<file path="config.mk">
export PLATFORM = sky130hd
export DESIGN_NAME = spc_sleep_ctrl
export DESIGN_NICKNAME = d
export VERILOG_FILES = /design/src/rtl/spc_pkg.sv /design/src/rtl/spc_sleep_ctrl.sv
export VERILOG_INCLUDE_DIRS = /design/src /design/src/rtl
export SDC_FILE = /design/constraint.sdc
export NUM_CORES = 1
export LEC_CHECK = 0
export BUFFER_PORTS_ARGS = -buffer_cell sky130_fd_sc_hd__buf_2
export CAP_MARGIN = 25
export CORE_MARGIN = 5
export CORE_UTILIZATION = 55
export DETAILED_ROUTE_END_ITERATION = 8
export PLACE_DENSITY = 0.83
export SETUP_SLACK_MARGIN = 0.02
export SYNTH_ARGS = -nofsm -noshare
export SYNTH_HDL_FRONTEND = slang
export SYNTH_SLANG_ARGS = --single-unit
</file>
<file path="constraint.sdc">
create_clock -name sys_clk -period 2.5 [get_ports sys_clk]
set_input_delay 0.5 -clock sys_clk [delete_from_list [all_inputs] [get_ports sys_clk]]
set_output_delay 0.5 -clock sys_clk [all_outputs]
set_load 0.02 [all_outputs]
</file>
<file path="src/rtl/spc_map.svh">
/*
 * Constants for the sleep-state power control block: timing counts and reset values.
 * Assumes the includer runs on a 50 MHz clock.
 */
`ifndef SPC_MAP_SVH
`define SPC_MAP_SVH
// ****************************
// Timing
// ****************************
`define SPC_CLK_MHZ 50
`define SPC_DEBOUNCE_MS 16
`define SPC_DEBOUNCE_CYC (`SPC_DEBOUNCE_MS * 1000 * `SPC_CLK_MHZ)
`define SPC_OVERRIDE_S 4
`define SPC_OVERRIDE_CYC (`SPC_OVERRIDE_S * 1000000 * `SPC_CLK_MHZ)
`define SPC_ACTIVE_WELL_POWER_GOOD_US 1
`define SPC_ACTIVE_WELL_POWER_GOOD_CYC (`SPC_ACTIVE_WELL_POWER_GOOD_US * `SPC_CLK_MHZ)
// ****************************
// Reset values
// ****************************
`define SPC_SLEEP_RST 1'b1
`define SPC_BTN_RST 1'b1
`endif

</file>
<file path="src/rtl/spc_pkg.sv">
/*
 * Types for the sleep-state power control block.
 * Assumes spc_map.svh sits beside it for numeric constants.
 */
package spc_pkg;
   // ****************************
   // States
   // ****************************
   typedef enum logic [4:0] {
      SPC_S0 = 5'h01,
      SPC_S3 = 5'h02,
      SPC_S4 = 5'h04,
      SPC_S5 = 5'h08,
      SPC_DS = 5'h10
   } spc_state_t;

   typedef struct packed {
      logic suspend_ram_sleep_n;
      logic suspend_disk_sleep_n;
      logic soft_off_sleep_n;
      logic active_sleep_n;
      logic wired_phy_sleep_n;
      logic wlan_sleep_n;
      logic s0_idle_sleep_n;
   } spc_sleep_out_t;

   typedef struct packed {
      logic req_s3;
      logic req_s4;
      logic req_s5;
      logic req_wake;
      logic active_off;
      logic wired_phy_off_ok;
      logic wlan_off_ok;
   } spc_ctrl_t;
endpackage : spc_pkg

</file>
<file path="src/rtl/spc_sleep_ctrl.sv">
/*
 * Sleep-state power control: power button debounce and override, sleep state tracking,
 * and the active-low power plane controls.
 * Assumes a 50 MHz clock and that the resume well reset is already in this clock's domain.
 */
`timescale 1ns/1ps
`include "spc_map.svh"
module spc_sleep_ctrl (
   input wire logic sys_clk,
   input wire logic rst_b,
   input wire logic power_button_n,
   input wire spc_pkg::spc_ctrl_t ctrl,
   input wire logic deep_sleep_enable,
   input wire logic deep_sleep_ready,
   input wire logic wlan_gpio_strap,
   input wire logic wlan_gpio_out,
   input wire logic device_idle,
   input wire logic cpu_deepest_idle,
   output logic system_mgmt_irq_n,
   output logic system_control_irq,
   output logic wake_event,
   output logic override_event,
   output logic active_well_power_good,
   output logic deep_sleep_state,
   output spc_pkg::spc_sleep_out_t sleep_out
);
   import spc_pkg::*;

   localparam int DEB_CYC = `SPC_DEBOUNCE_CYC;
   localparam int OVR_CYC = `SPC_OVERRIDE_CYC;
   localparam int APG_CYC = `SPC_ACTIVE_WELL_POWER_GOOD_CYC;

   // ****************************
   // Button synchroniser and debounce
   // ****************************
   logic btn_s1_q, btn_s2_q, btn_s1_d, btn_s2_d;
   logic btn_q, btn_d;
   logic [19:0] deb_cnt_q, deb_cnt_d;
   logic [27:0] ovr_cnt_q, ovr_cnt_d;
   logic ovr_done_q, ovr_done_d;
   logic press, release_ev, ovr_fire;

   always_comb begin
      btn_s1_d = power_button_n;
      btn_s2_d = btn_s1_q;
      btn_d = btn_q;
      deb_cnt_d = 20'h00000;
      press = 1'b0;
      release_ev = 1'b0;
      // Level must hold a full 16 ms before it is believed
      if (btn_s2_q != btn_q) begin
         if (deb_cnt_q == 20'(DEB_CYC - 1)) begin
            btn_d = btn_s2_q;
            press = ~btn_s2_q;
            release_ev = btn_s2_q;
         end else begin
            deb_cnt_d = deb_cnt_q + 20'h00001;
         end
      end
   end

   always_comb begin
      ovr_cnt_d = ovr_cnt_q;
      ovr_done_d = ovr_done_q;
      ovr_fire = 1'b0;
      if (btn_q) begin
         ovr_cnt_d = 28'h0000000;
         ovr_done_d = 1'b0;
      end else if (!ovr_done_q) begin
         if (ovr_cnt_q == 28'(OVR_CYC - 1)) begin
            ovr_fire = 1'b1;
            ovr_done_d = 1'b1;
         end else begin
            ovr_cnt_d = ovr_cnt_q + 28'h0000001;
         end
      end
   end

   always_ff @(posedge sys_clk) begin
      if (!rst_b) begin
         btn_s1_q <= `SPC_BTN_RST;
         btn_s2_q <= `SPC_BTN_RST;
         btn_q <= `SPC_BTN_RST;
         deb_cnt_q <= 20'h00000;
         ovr_cnt_q <= 28'h0000000;
         ovr_done_q <= 1'b0;
      end else begin
         btn_s1_q <= btn_s1_d;
         btn_s2_q <= btn_s2_d;
         btn_q <= btn_d;
         deb_cnt_q <= deb_cnt_d;
         ovr_cnt_q <= ovr_cnt_d;
         ovr_done_q <= ovr_done_d;
      end
   end

   // ****************************
   // Sleep state
   // ****************************
   spc_state_t st_q, st_d;
   logic smi_d, sci_d, wake_d, ovr_ev_d, ds_d;

   always_comb begin
      st_d = st_q;
      smi_d = 1'b1;
      sci_d = 1'b0;
      wake_d = 1'b0;
      ovr_ev_d = 1'b0;
      // Override beats every other request, the press was long
      if (ovr_fire) begin
         st_d = SPC_S5;
         ovr_ev_d = 1'b1;
      end else begin
         case (st_q)
            SPC_S0: begin
               if (press) begin
                  smi_d = 1'b0;
                  sci_d = 1'b1;
               end
               if (ctrl.req_s5) begin
                  st_d = SPC_S5;
               end else if (ctrl.req_s4) begin
                  st_d = SPC_S4;
               end else if (ctrl.req_s3) begin
                  st_d = SPC_S3;
               end
            end
            SPC_S3, SPC_S4, SPC_S5, SPC_DS: begin
               // Wake fires on the debounced press, so a long press can wake and then still hit the override
               if (press) begin
                  wake_d = 1'b1;
               end
               if (ctrl.req_wake) begin
                  st_d = SPC_S0;
               end
            end
            default: st_d = SPC_S0;
         endcase
      end
      // Deep sleep only after an override entry into S5
      if (st_q == SPC_S5 && ovr_done_q && deep_sleep_enable && deep_sleep_ready && !ctrl.req_wake) begin
         st_d = SPC_DS;
      end
      ds_d = (st_d == SPC_DS);
   end

   always_ff @(posedge sys_clk) begin
      if (!rst_b) begin
         st_q <= SPC_S0;
         system_mgmt_irq_n <= 1'b1;
         system_control_irq <= 1'b0;
         wake_event <= 1'b0;
         override_event <= 1'b0;
         deep_sleep_state <= 1'b0;
      end else begin
         st_q <= st_d;
         system_mgmt_irq_n <= smi_d;
         system_control_irq <= sci_d;
         wake_event <= wake_d;
         override_event <= ovr_ev_d;
         deep_sleep_state <= ds_d;
      end
   end

   // ****************************
   // Power plane controls
   // ****************************
   spc_sleep_out_t so_d;
   logic [5:0] apg_cnt_q, apg_cnt_d;
   logic apg_d, in_s0;

   always_comb begin
      in_s0 = (st_d == SPC_S0);
      so_d.suspend_ram_sleep_n = in_s0;
      so_d.suspend_disk_sleep_n = !(st_d == SPC_S4 || st_d == SPC_S5 || st_d == SPC_DS);
      so_d.soft_off_sleep_n = !(st_d == SPC_S5 || st_d == SPC_DS);
      so_d.active_sleep_n = in_s0 || !ctrl.active_off;
      // PHY held powered in S0 and while active well stays up
      so_d.wired_phy_sleep_n = in_s0 || so_d.active_sleep_n || !ctrl.wired_phy_off_ok;
      if (wlan_gpio_strap) begin
         so_d.wlan_sleep_n = wlan_gpio_out;
      end else begin
         so_d.wlan_sleep_n = in_s0 || !ctrl.wlan_off_ok;
      end
      so_d.s0_idle_sleep_n = !(in_s0 && device_idle && cpu_deepest_idle);
      // Power good trails the active well control by a fixed delay
      apg_cnt_d = apg_cnt_q;
      apg_d = 1'b0;
      if (!sleep_out.active_sleep_n) begin
         apg_cnt_d = 6'h00;
      end else if (apg_cnt_q == 6'(APG_CYC)) begin
         apg_d = 1'b1;
      end else begin
         apg_cnt_d = apg_cnt_q + 6'h01;
      end
   end

   always_ff @(posedge sys_clk) begin
      if (!rst_b) begin
         sleep_out <= '{default: 1'b1};
         apg_cnt_q <= 6'h00;
         active_well_power_good <= 1'b0;
      end else begin
         sleep_out <= so_d;
         apg_cnt_q <= apg_cnt_d;
         active_well_power_good <= apg_d && so_d.active_sleep_n;
      end
   end

   // ****************************
   // Checks
   // ****************************
   property p_s3_follows;
      @(posedge sys_clk) disable iff (!rst_b) (st_q != SPC_S0) |-> !sleep_out.suspend_ram_sleep_n;
   endproperty
   a_s3_follows: assert property (p_s3_follows) else $error("S3 control not asserted while asleep");

   property p_s4_follows;
      @(posedge sys_clk) disable iff (!rst_b) sleep_out.suspend_disk_sleep_n == (st_q == SPC_S0 || st_q == SPC_S3);
   endproperty
   a_s4_follows: assert property (p_s4_follows) else $error("S4 control wrong for state");

   property p_s5_follows;
      @(posedge sys_clk) disable iff (!rst_b) (st_q == SPC_S5) |-> !sleep_out.soft_off_sleep_n;
   endproperty
   a_s5_follows: assert property (p_s5_follows) else $error("S5 control not asserted in S5");

   property p_phy_on;
      @(posedge sys_clk) disable iff (!rst_b)
         (st_q == SPC_S0 || sleep_out.active_sleep_n) |-> sleep_out.wired_phy_sleep_n;
   endproperty
   a_phy_on: assert property (p_phy_on) else $error("PHY sleep asserted while needed");

   property p_wlan_s0;
      @(posedge sys_clk) disable iff (!rst_b) (st_q == SPC_S0 && !wlan_gpio_strap) |-> sleep_out.wlan_sleep_n;
   endproperty
   a_wlan_s0: assert property (p_wlan_s0) else $error("Wireless sleep asserted in S0");

   property p_override;
      @(posedge sys_clk) disable iff (!rst_b) ovr_fire |=> (st_q == SPC_S5) ##1 !sleep_out.soft_off_sleep_n;
   endproperty
   a_override: assert property (p_override) else $error("Override did not reach S5");

   property p_press_irq;
      @(posedge sys_clk) disable iff (!rst_b) (press && st_q == SPC_S0 && !ovr_fire) |=> !system_mgmt_irq_n && system_control_irq;
   endproperty
   a_press_irq: assert property (p_press_irq) else $error("Press in S0 raised no interrupt");

   property p_press_wake;
      @(posedge sys_clk) disable iff (!rst_b) (press && st_q != SPC_S0 && !ovr_fire) |=> wake_event;
   endproperty
   a_press_wake: assert property (p_press_wake) else $error("Press while asleep gave no wake");

   property p_debounce;
      @(posedge sys_clk) disable iff (!rst_b) $changed(btn_q) |-> ($past(deb_cnt_q) == 20'(DEB_CYC - 1));
   endproperty
   a_debounce: assert property (p_debounce) else $error("Button level changed before debounce");

   property p_apg;
      @(posedge sys_clk) disable iff (!rst_b) $fell(sleep_out.active_sleep_n) |=> !active_well_power_good;
   endproperty
   a_apg: assert property (p_apg) else $error("Power good stayed with well off");
endmodule : spc_sleep_ctrl

</file>
==> flow_summary.toml, run 1 <==
[sta]
tightest_slew_ns = 0.621
layout_setup_ws_ns = 0.341
skew_ns = 0.0141
setup_viol = 0
hold_slack_ns = 0.316
finalCritPeriodShare_pct = 86.3
fmax_mhz = 463
min_period_ns = 2.16
drv_slew = 0
relSlewSlack_pct = 58.2
tns_ns = 0
rsz0062_at_grt = "no"
hold_viol = 0

[grt]
grtUsageTotal_pct = 19.8
grt_overflow = 0
grt_max_degree = 28
grt_antenna_before_repair = 0
grt_pass1_wl_um = 12300
grt_pass1_vias = 2802

[clocking]
cts.sinks = 76
clk_path_buf_depth = 2
cts_tree = "built"
root_buffer = "clkbuf_8"
numCtsBuffers = 9
insertion_delay_ns = 0.37
cts_max_level = 3
ctsHoldBuffers = 0
cts_setup_buffers = 0
clk_pin_slew_ns = 0.09

[yosys]
synth.distinct_cells = 40
synth_cells = 398
syn_nets = 418
synth_area_leader_cell = "dfxtp_1"
synth.most_common_cell = "dfxtp_1"
yosysSeqAreaShare_pct = 45.2
synth_top_area_share_pct = 45.2
ys_ff_latch = 76
avgSynthCellArea_sq_um = 8.47
synth.top_cells.by_count = "76 x dfxtp_1, 54 x nor2_1, 26 x nand2_1"
yosys-top-cells-area = "dfxtp_1 45%, xnor2_1 6.2%, nor2_1 6.0%"
synth_enable_flop_cells = 0
syn_area_sq_mm = 0.00337
synth_ff_type = "dfxtp_1"
ys.warnings.count = 0
async_flop_share_pct = 0

[layout]
final_cells = 509
multi_input_area_sq_mm = 0.00176
stdcell_area_sq_mm = 0.00378
final_util_pct = 63.5
area_growth_pct = 12.2
fill_cells = 520
drive_above_1_share_pct = 12.9
fin_nets = 449
seqCellArea_sq_mm = 0.00152
antennaDiodeCount = 0

[detailed_routing]
vias_per_cell = 5.76
via_count = 2931
first_iter_violations = 208
drc = 0
first_pass_iters = 4
drtAntennaViolNets = 0
finalWirelength_um = 7110
wire_per_inst_um = 14.0

[die]
start_util_pct = 56.6
die_h_um = 88.3
die-area_sq_mm = 0.00779
die_x_um = 88.3
io_pins = 29
core_sq_mm = 0.00596
rows = 28

[setup_path]
critPathKind = "flop to flop"
cp-start-kind = "flop"
worstPathMaxFanout = 6
arrival_ns = 2.40
r2r_setup_slack_ns = 0.34
crit_required_ns = 2.75
endpoint_kind = "flop"

[place]
dp_cells = 493
dp_hpwl_um = 5100
io_buffers = 28
place_congestion = 0.921
pre_cts_ws_ns = 0.326
placed_cell_area_sq_mm = 0.00359

[outcome]
status = "finished, final reports clean"

[power]
finalPower_mw = 2.22
peakVddDrop_mv = 0.526
power_density_mw_per_mm2 = 588
p_leak_nw = 1.26

[flow_run]
cap_violations = 0

[worst_hold_path]
holdCritPathClass = "input port to flop"
==> logic make-up after synthesis <==
kind of cell	share of synthesized area, %
buf+inv	2.97
flops	45.2
simple gates	32.7
fa+ha+maj	1.49
compound gates	8.80
mux	0.297
xor+xnor	8.58
==> worst max-delay path: stages (launching register included) <==
cell      delay [ns]
dfxtp_1         0.36
nor4b_1         0.37
nand4_1         0.22
or4b_1          0.67
a311oi_1        0.29
o21ai_0         0.12
==> final timing paths <==
| check | startpoint | to | cells after the start |
|---|---|---|---|
| setup / recovery | ovr_cnt_q[9] | sleep_out[1] | 5 |
| setup reg to reg | ovr_cnt_q[9] | sleep_out[1] | 5 |
| hold reg to reg | btn_s1_q | btn_s2_q | 1 |
| hold / removal | power_button_n | btn_s1_q | 2 |
==> report_power, final <==
group          internal (mW)  leakage (nW)  switching, mW
sequential              1.23         0.615         0.0150
clock                  0.375        0.0921          0.490
combinational         0.0450         0.548         0.0690
==> per-layer routing <==
metal | GRT usage (%) | share of wire, %
met4 | 7.97 | 1.7
met1 | 24.5 | 45
met2 | 32.9 | 49
met5 | 0 | 0
met3 | 5.21 | 4.3
==> placed cells by master (no fill, tap or decap), types with 2 or more instances in the layout <==
cell type  synthesis  routed
and3_1             9       9
clkinv_4           0       2
xnor2_1           24      24
buf_4              0       4
o31ai_1            4       4
clkbuf_8           0       9
nor4_1             9       8
nor3_1            15      15
inv_6              0       2
or4_1              8       8
o21ai_0           19      19
xor2_1             9       9
nand4_1           13      13
inv_1             14      14
dfxtp_1           76      76
nor2b_1            2       2
nand2_1           26      26
nand3_1           24      24
nand3b_1           2       2
nor4b_1            3       2
a21oi_1           23      23
nor2_1            54      54
a31oi_1            3       3
buf_2              2      28
ha_1               4       4
or3_1             18      18
or4b_2             2       2
nand2b_1           5       5
and4_1             7       7
==> cell type report <==
class                           count  share of cell area (%)
Multi-Input combinational cell    296                    46.6
Tap cell                           75                    2.48
Clock buffer                        9                    3.28
Clock inverter                      7                    1.56
Inverter                           14                    1.39
Sequential cell                    76                    40.2
Timing Repair Buffer               32                    4.50
==> what timing repair did <==
item / in CTS / in global routing
endpoints found under the hold margin: 0 / 0
setup endpoints to repair: 0 / 3
gates resized for setup: 0 / 1
==> registers in the layout, indices dropped and copies added (netlist names), 5 cells and up <==
register and count:
deb_cnt_q 20, apg_cnt_q 6, ovr_cnt_q 28, st_q 5, sleep_out 7
(Power assumes the default switching activity.)
==> run 2: changes to the inputs <==
--- a/config.mk
+++ b/config.mk
@@ -12,6 +12,7 @@
 export CORE_UTILIZATION = 55
 export DETAILED_ROUTE_END_ITERATION = 8
 export PLACE_DENSITY = 0.83
+export RECOVER_POWER = 50
 export SETUP_SLACK_MARGIN = 0.02
 export SYNTH_ARGS = -nofsm -noshare
 export SYNTH_HDL_FRONTEND = slang
==> run 2 against run 1 <==
Compared with the run above: clock power about the same; worst setup slack got worse by 0.022 ns; global-route usage unchanged; register-to-register slack got worse by 0.02 ns; total power decreased by 0.24%; clock skew decreased by 0.00096 ns; final cell count unchanged; largest cell class unchanged.
==> flow_summary.toml, run 2 (synthesis gave the netlist of run 1 again) <==
[layout]
largest_reg_flops = 28
stdcell_area_sq_mm = 0.00376
area_growth_pct = 11.6
final_common_cell = "dfxtp_1"
fin_nets = 449
drive_above_1_share_pct = 9.68
reg_top3 = "ovr_cnt_q x28, deb_cnt_q x20, sleep_out x7"
antennaDiodeCount = 0
top_register = "ovr_cnt_q"
layout_common_cells = "76 x dfxtp_1, 54 x nor2_1, 26 x nand2_1"

[detailed_routing]
first_pass_iters = 4
drtAntennaViolNets = 0
wire_per_inst_um = 13.9
first_iter_violations = 216
vias_per_cell = 5.77
via_count = 2937
drc = 0
finalWirelength_um = 7100

[sta]
finalCritPeriodShare_pct = 87.2
skew_ns = 0.0132
hold_viol = 0
relSlewSlack_pct = 56.3
layout_setup_ws_ns = 0.320
fmax_mhz = 459
setup_viol = 0
tns_ns = 0
hold_slack_ns = 0.319
min_period_ns = 2.18
rsz0062_at_grt = "no"
tightest_slew_ns = 0.656
drv_slew = 0

[power]
power.internal_mw = 1.65
finalPower_mw = 2.22
power_switching_mw = 0.572
p_leak_nw = 1.22
combinationalPowerShare_pct = 5.0
sequentialPowerShare_pct = 56.2
power_density_mw_per_mm2 = 590
swShare_pct = 25.8
peakVddDrop_mv = 0.527
clock_power_share_pct = 38.8

[die]
start_util_pct = 56.6
die-area_sq_mm = 0.00779
core_sq_mm = 0.00596
die_h_um = 88.3
io_pins = 29
rows = 28
die_x_um = 88.3

[worst_hold_path]
holdCritPathClass = "input port to flop"
holdCritStartpoint = "power_button_n"

[setup_path]
endpoint_kind = "flop"
crit_required_ns = 2.72
startpoint = "ovr_cnt_q[9]"
worstReg2RegStart = "ovr_cnt_q[9]"
critPathKind = "flop to flop"
path_cells = "nor4b_1 -> nand4_1 -> or4b_1 -> a311oi_1 -> o21ai_0"
worstPathMaxFanout = 6
cpMaxStageDelayCell = "or4b_1"
path_delay_family = "simple AND/OR/NAND/NOR gates"
cp-start-kind = "flop"
arrival_ns = 2.40
cpPeakStageDelay_ns = 0.67
cp_num_buf_inv = 0

[place]
dp_hpwl_um = 5100
placed_cell_area_sq_mm = 0.00359
pre_cts_ws_ns = 0.326
place_congestion = 0.921
io_buffers = 28

[grt]
met2_usage_pct = 32.9
grt_max_degree = 28
grt_use_met3_pct = 5.21
grt_pass1_wl_um = 12300
grt_pass1_vias = 2802
grt_busiest_layer = "met2"
grtUsageTotal_pct = 19.8
grt_use_met1_pct = 24.5
grt_overflow = 0
grt_antenna_before_repair = 0

[clocking]
clk_path_buf_depth = 2
cts_tree = "built"
clk_pin_slew_ns = 0.09
numCtsBuffers = 9
cts.sinks = 76
cts_max_level = 3
insertion_delay_ns = 0.36
ctsHoldBuffers = 0
root_buffer = "clkbuf_8"

[outcome]
status = "finished, final reports clean"

[flow_run]
cap_violations = 0
[run 2: area by class of cell]
class	instances	area (sq um)
repair buffers	32	150
multi-input cells	296	1760
inverters	14	52.6
fillers	528	2190
clock inverters	7	58.8
flip-flops and latches	76	1520
clock buffers	9	124
well taps	75	93.8
[run 2: per-layer routing]
| metal | routed length, um | vias to the layer above |
|---|---|---|
| met5 | 0 | - |
| met4 | 127 | 0 |
| met3 | 289 | 12 |
| met2 | 3470 | 51 |
| met1 | 3210 | 1389 |
| li1 | - | 1485 |
[run 2: what timing repair did]
item                       in CTS  in global routing
setup endpoints to repair       0                  3
gates resized for setup         0                  1
setup buffers                   0                  0
[run 2: through the flow]
step,utilization (%),instances
finish,63.2,509
global route,63.2,509
CTS,63.4,509
detailed placement,60.3,493
global placement,60.3,493
floorplan,-,398
[run 2: path summary, 6_finish.rpt]
check                 end  slack, ns  cells past startpoint
max          sleep_out[1]       0.32                      5
min              btn_s1_q       0.32                      2
min reg2reg      btn_s2_q       0.45                      1
max reg2reg  sleep_out[1]       0.32                      5
[run 2: power groups by stage]
stage	Clock (mW)	Sequential, mW	Combinational, mW
after floorplan	0	1.28	0.0608
after global placement	0	1.27	0.109
after detailed placement	0	1.27	0.114
after CTS	0.895	1.25	0.114
after global routing	0.942	1.25	0.126
final	0.862	1.25	0.111
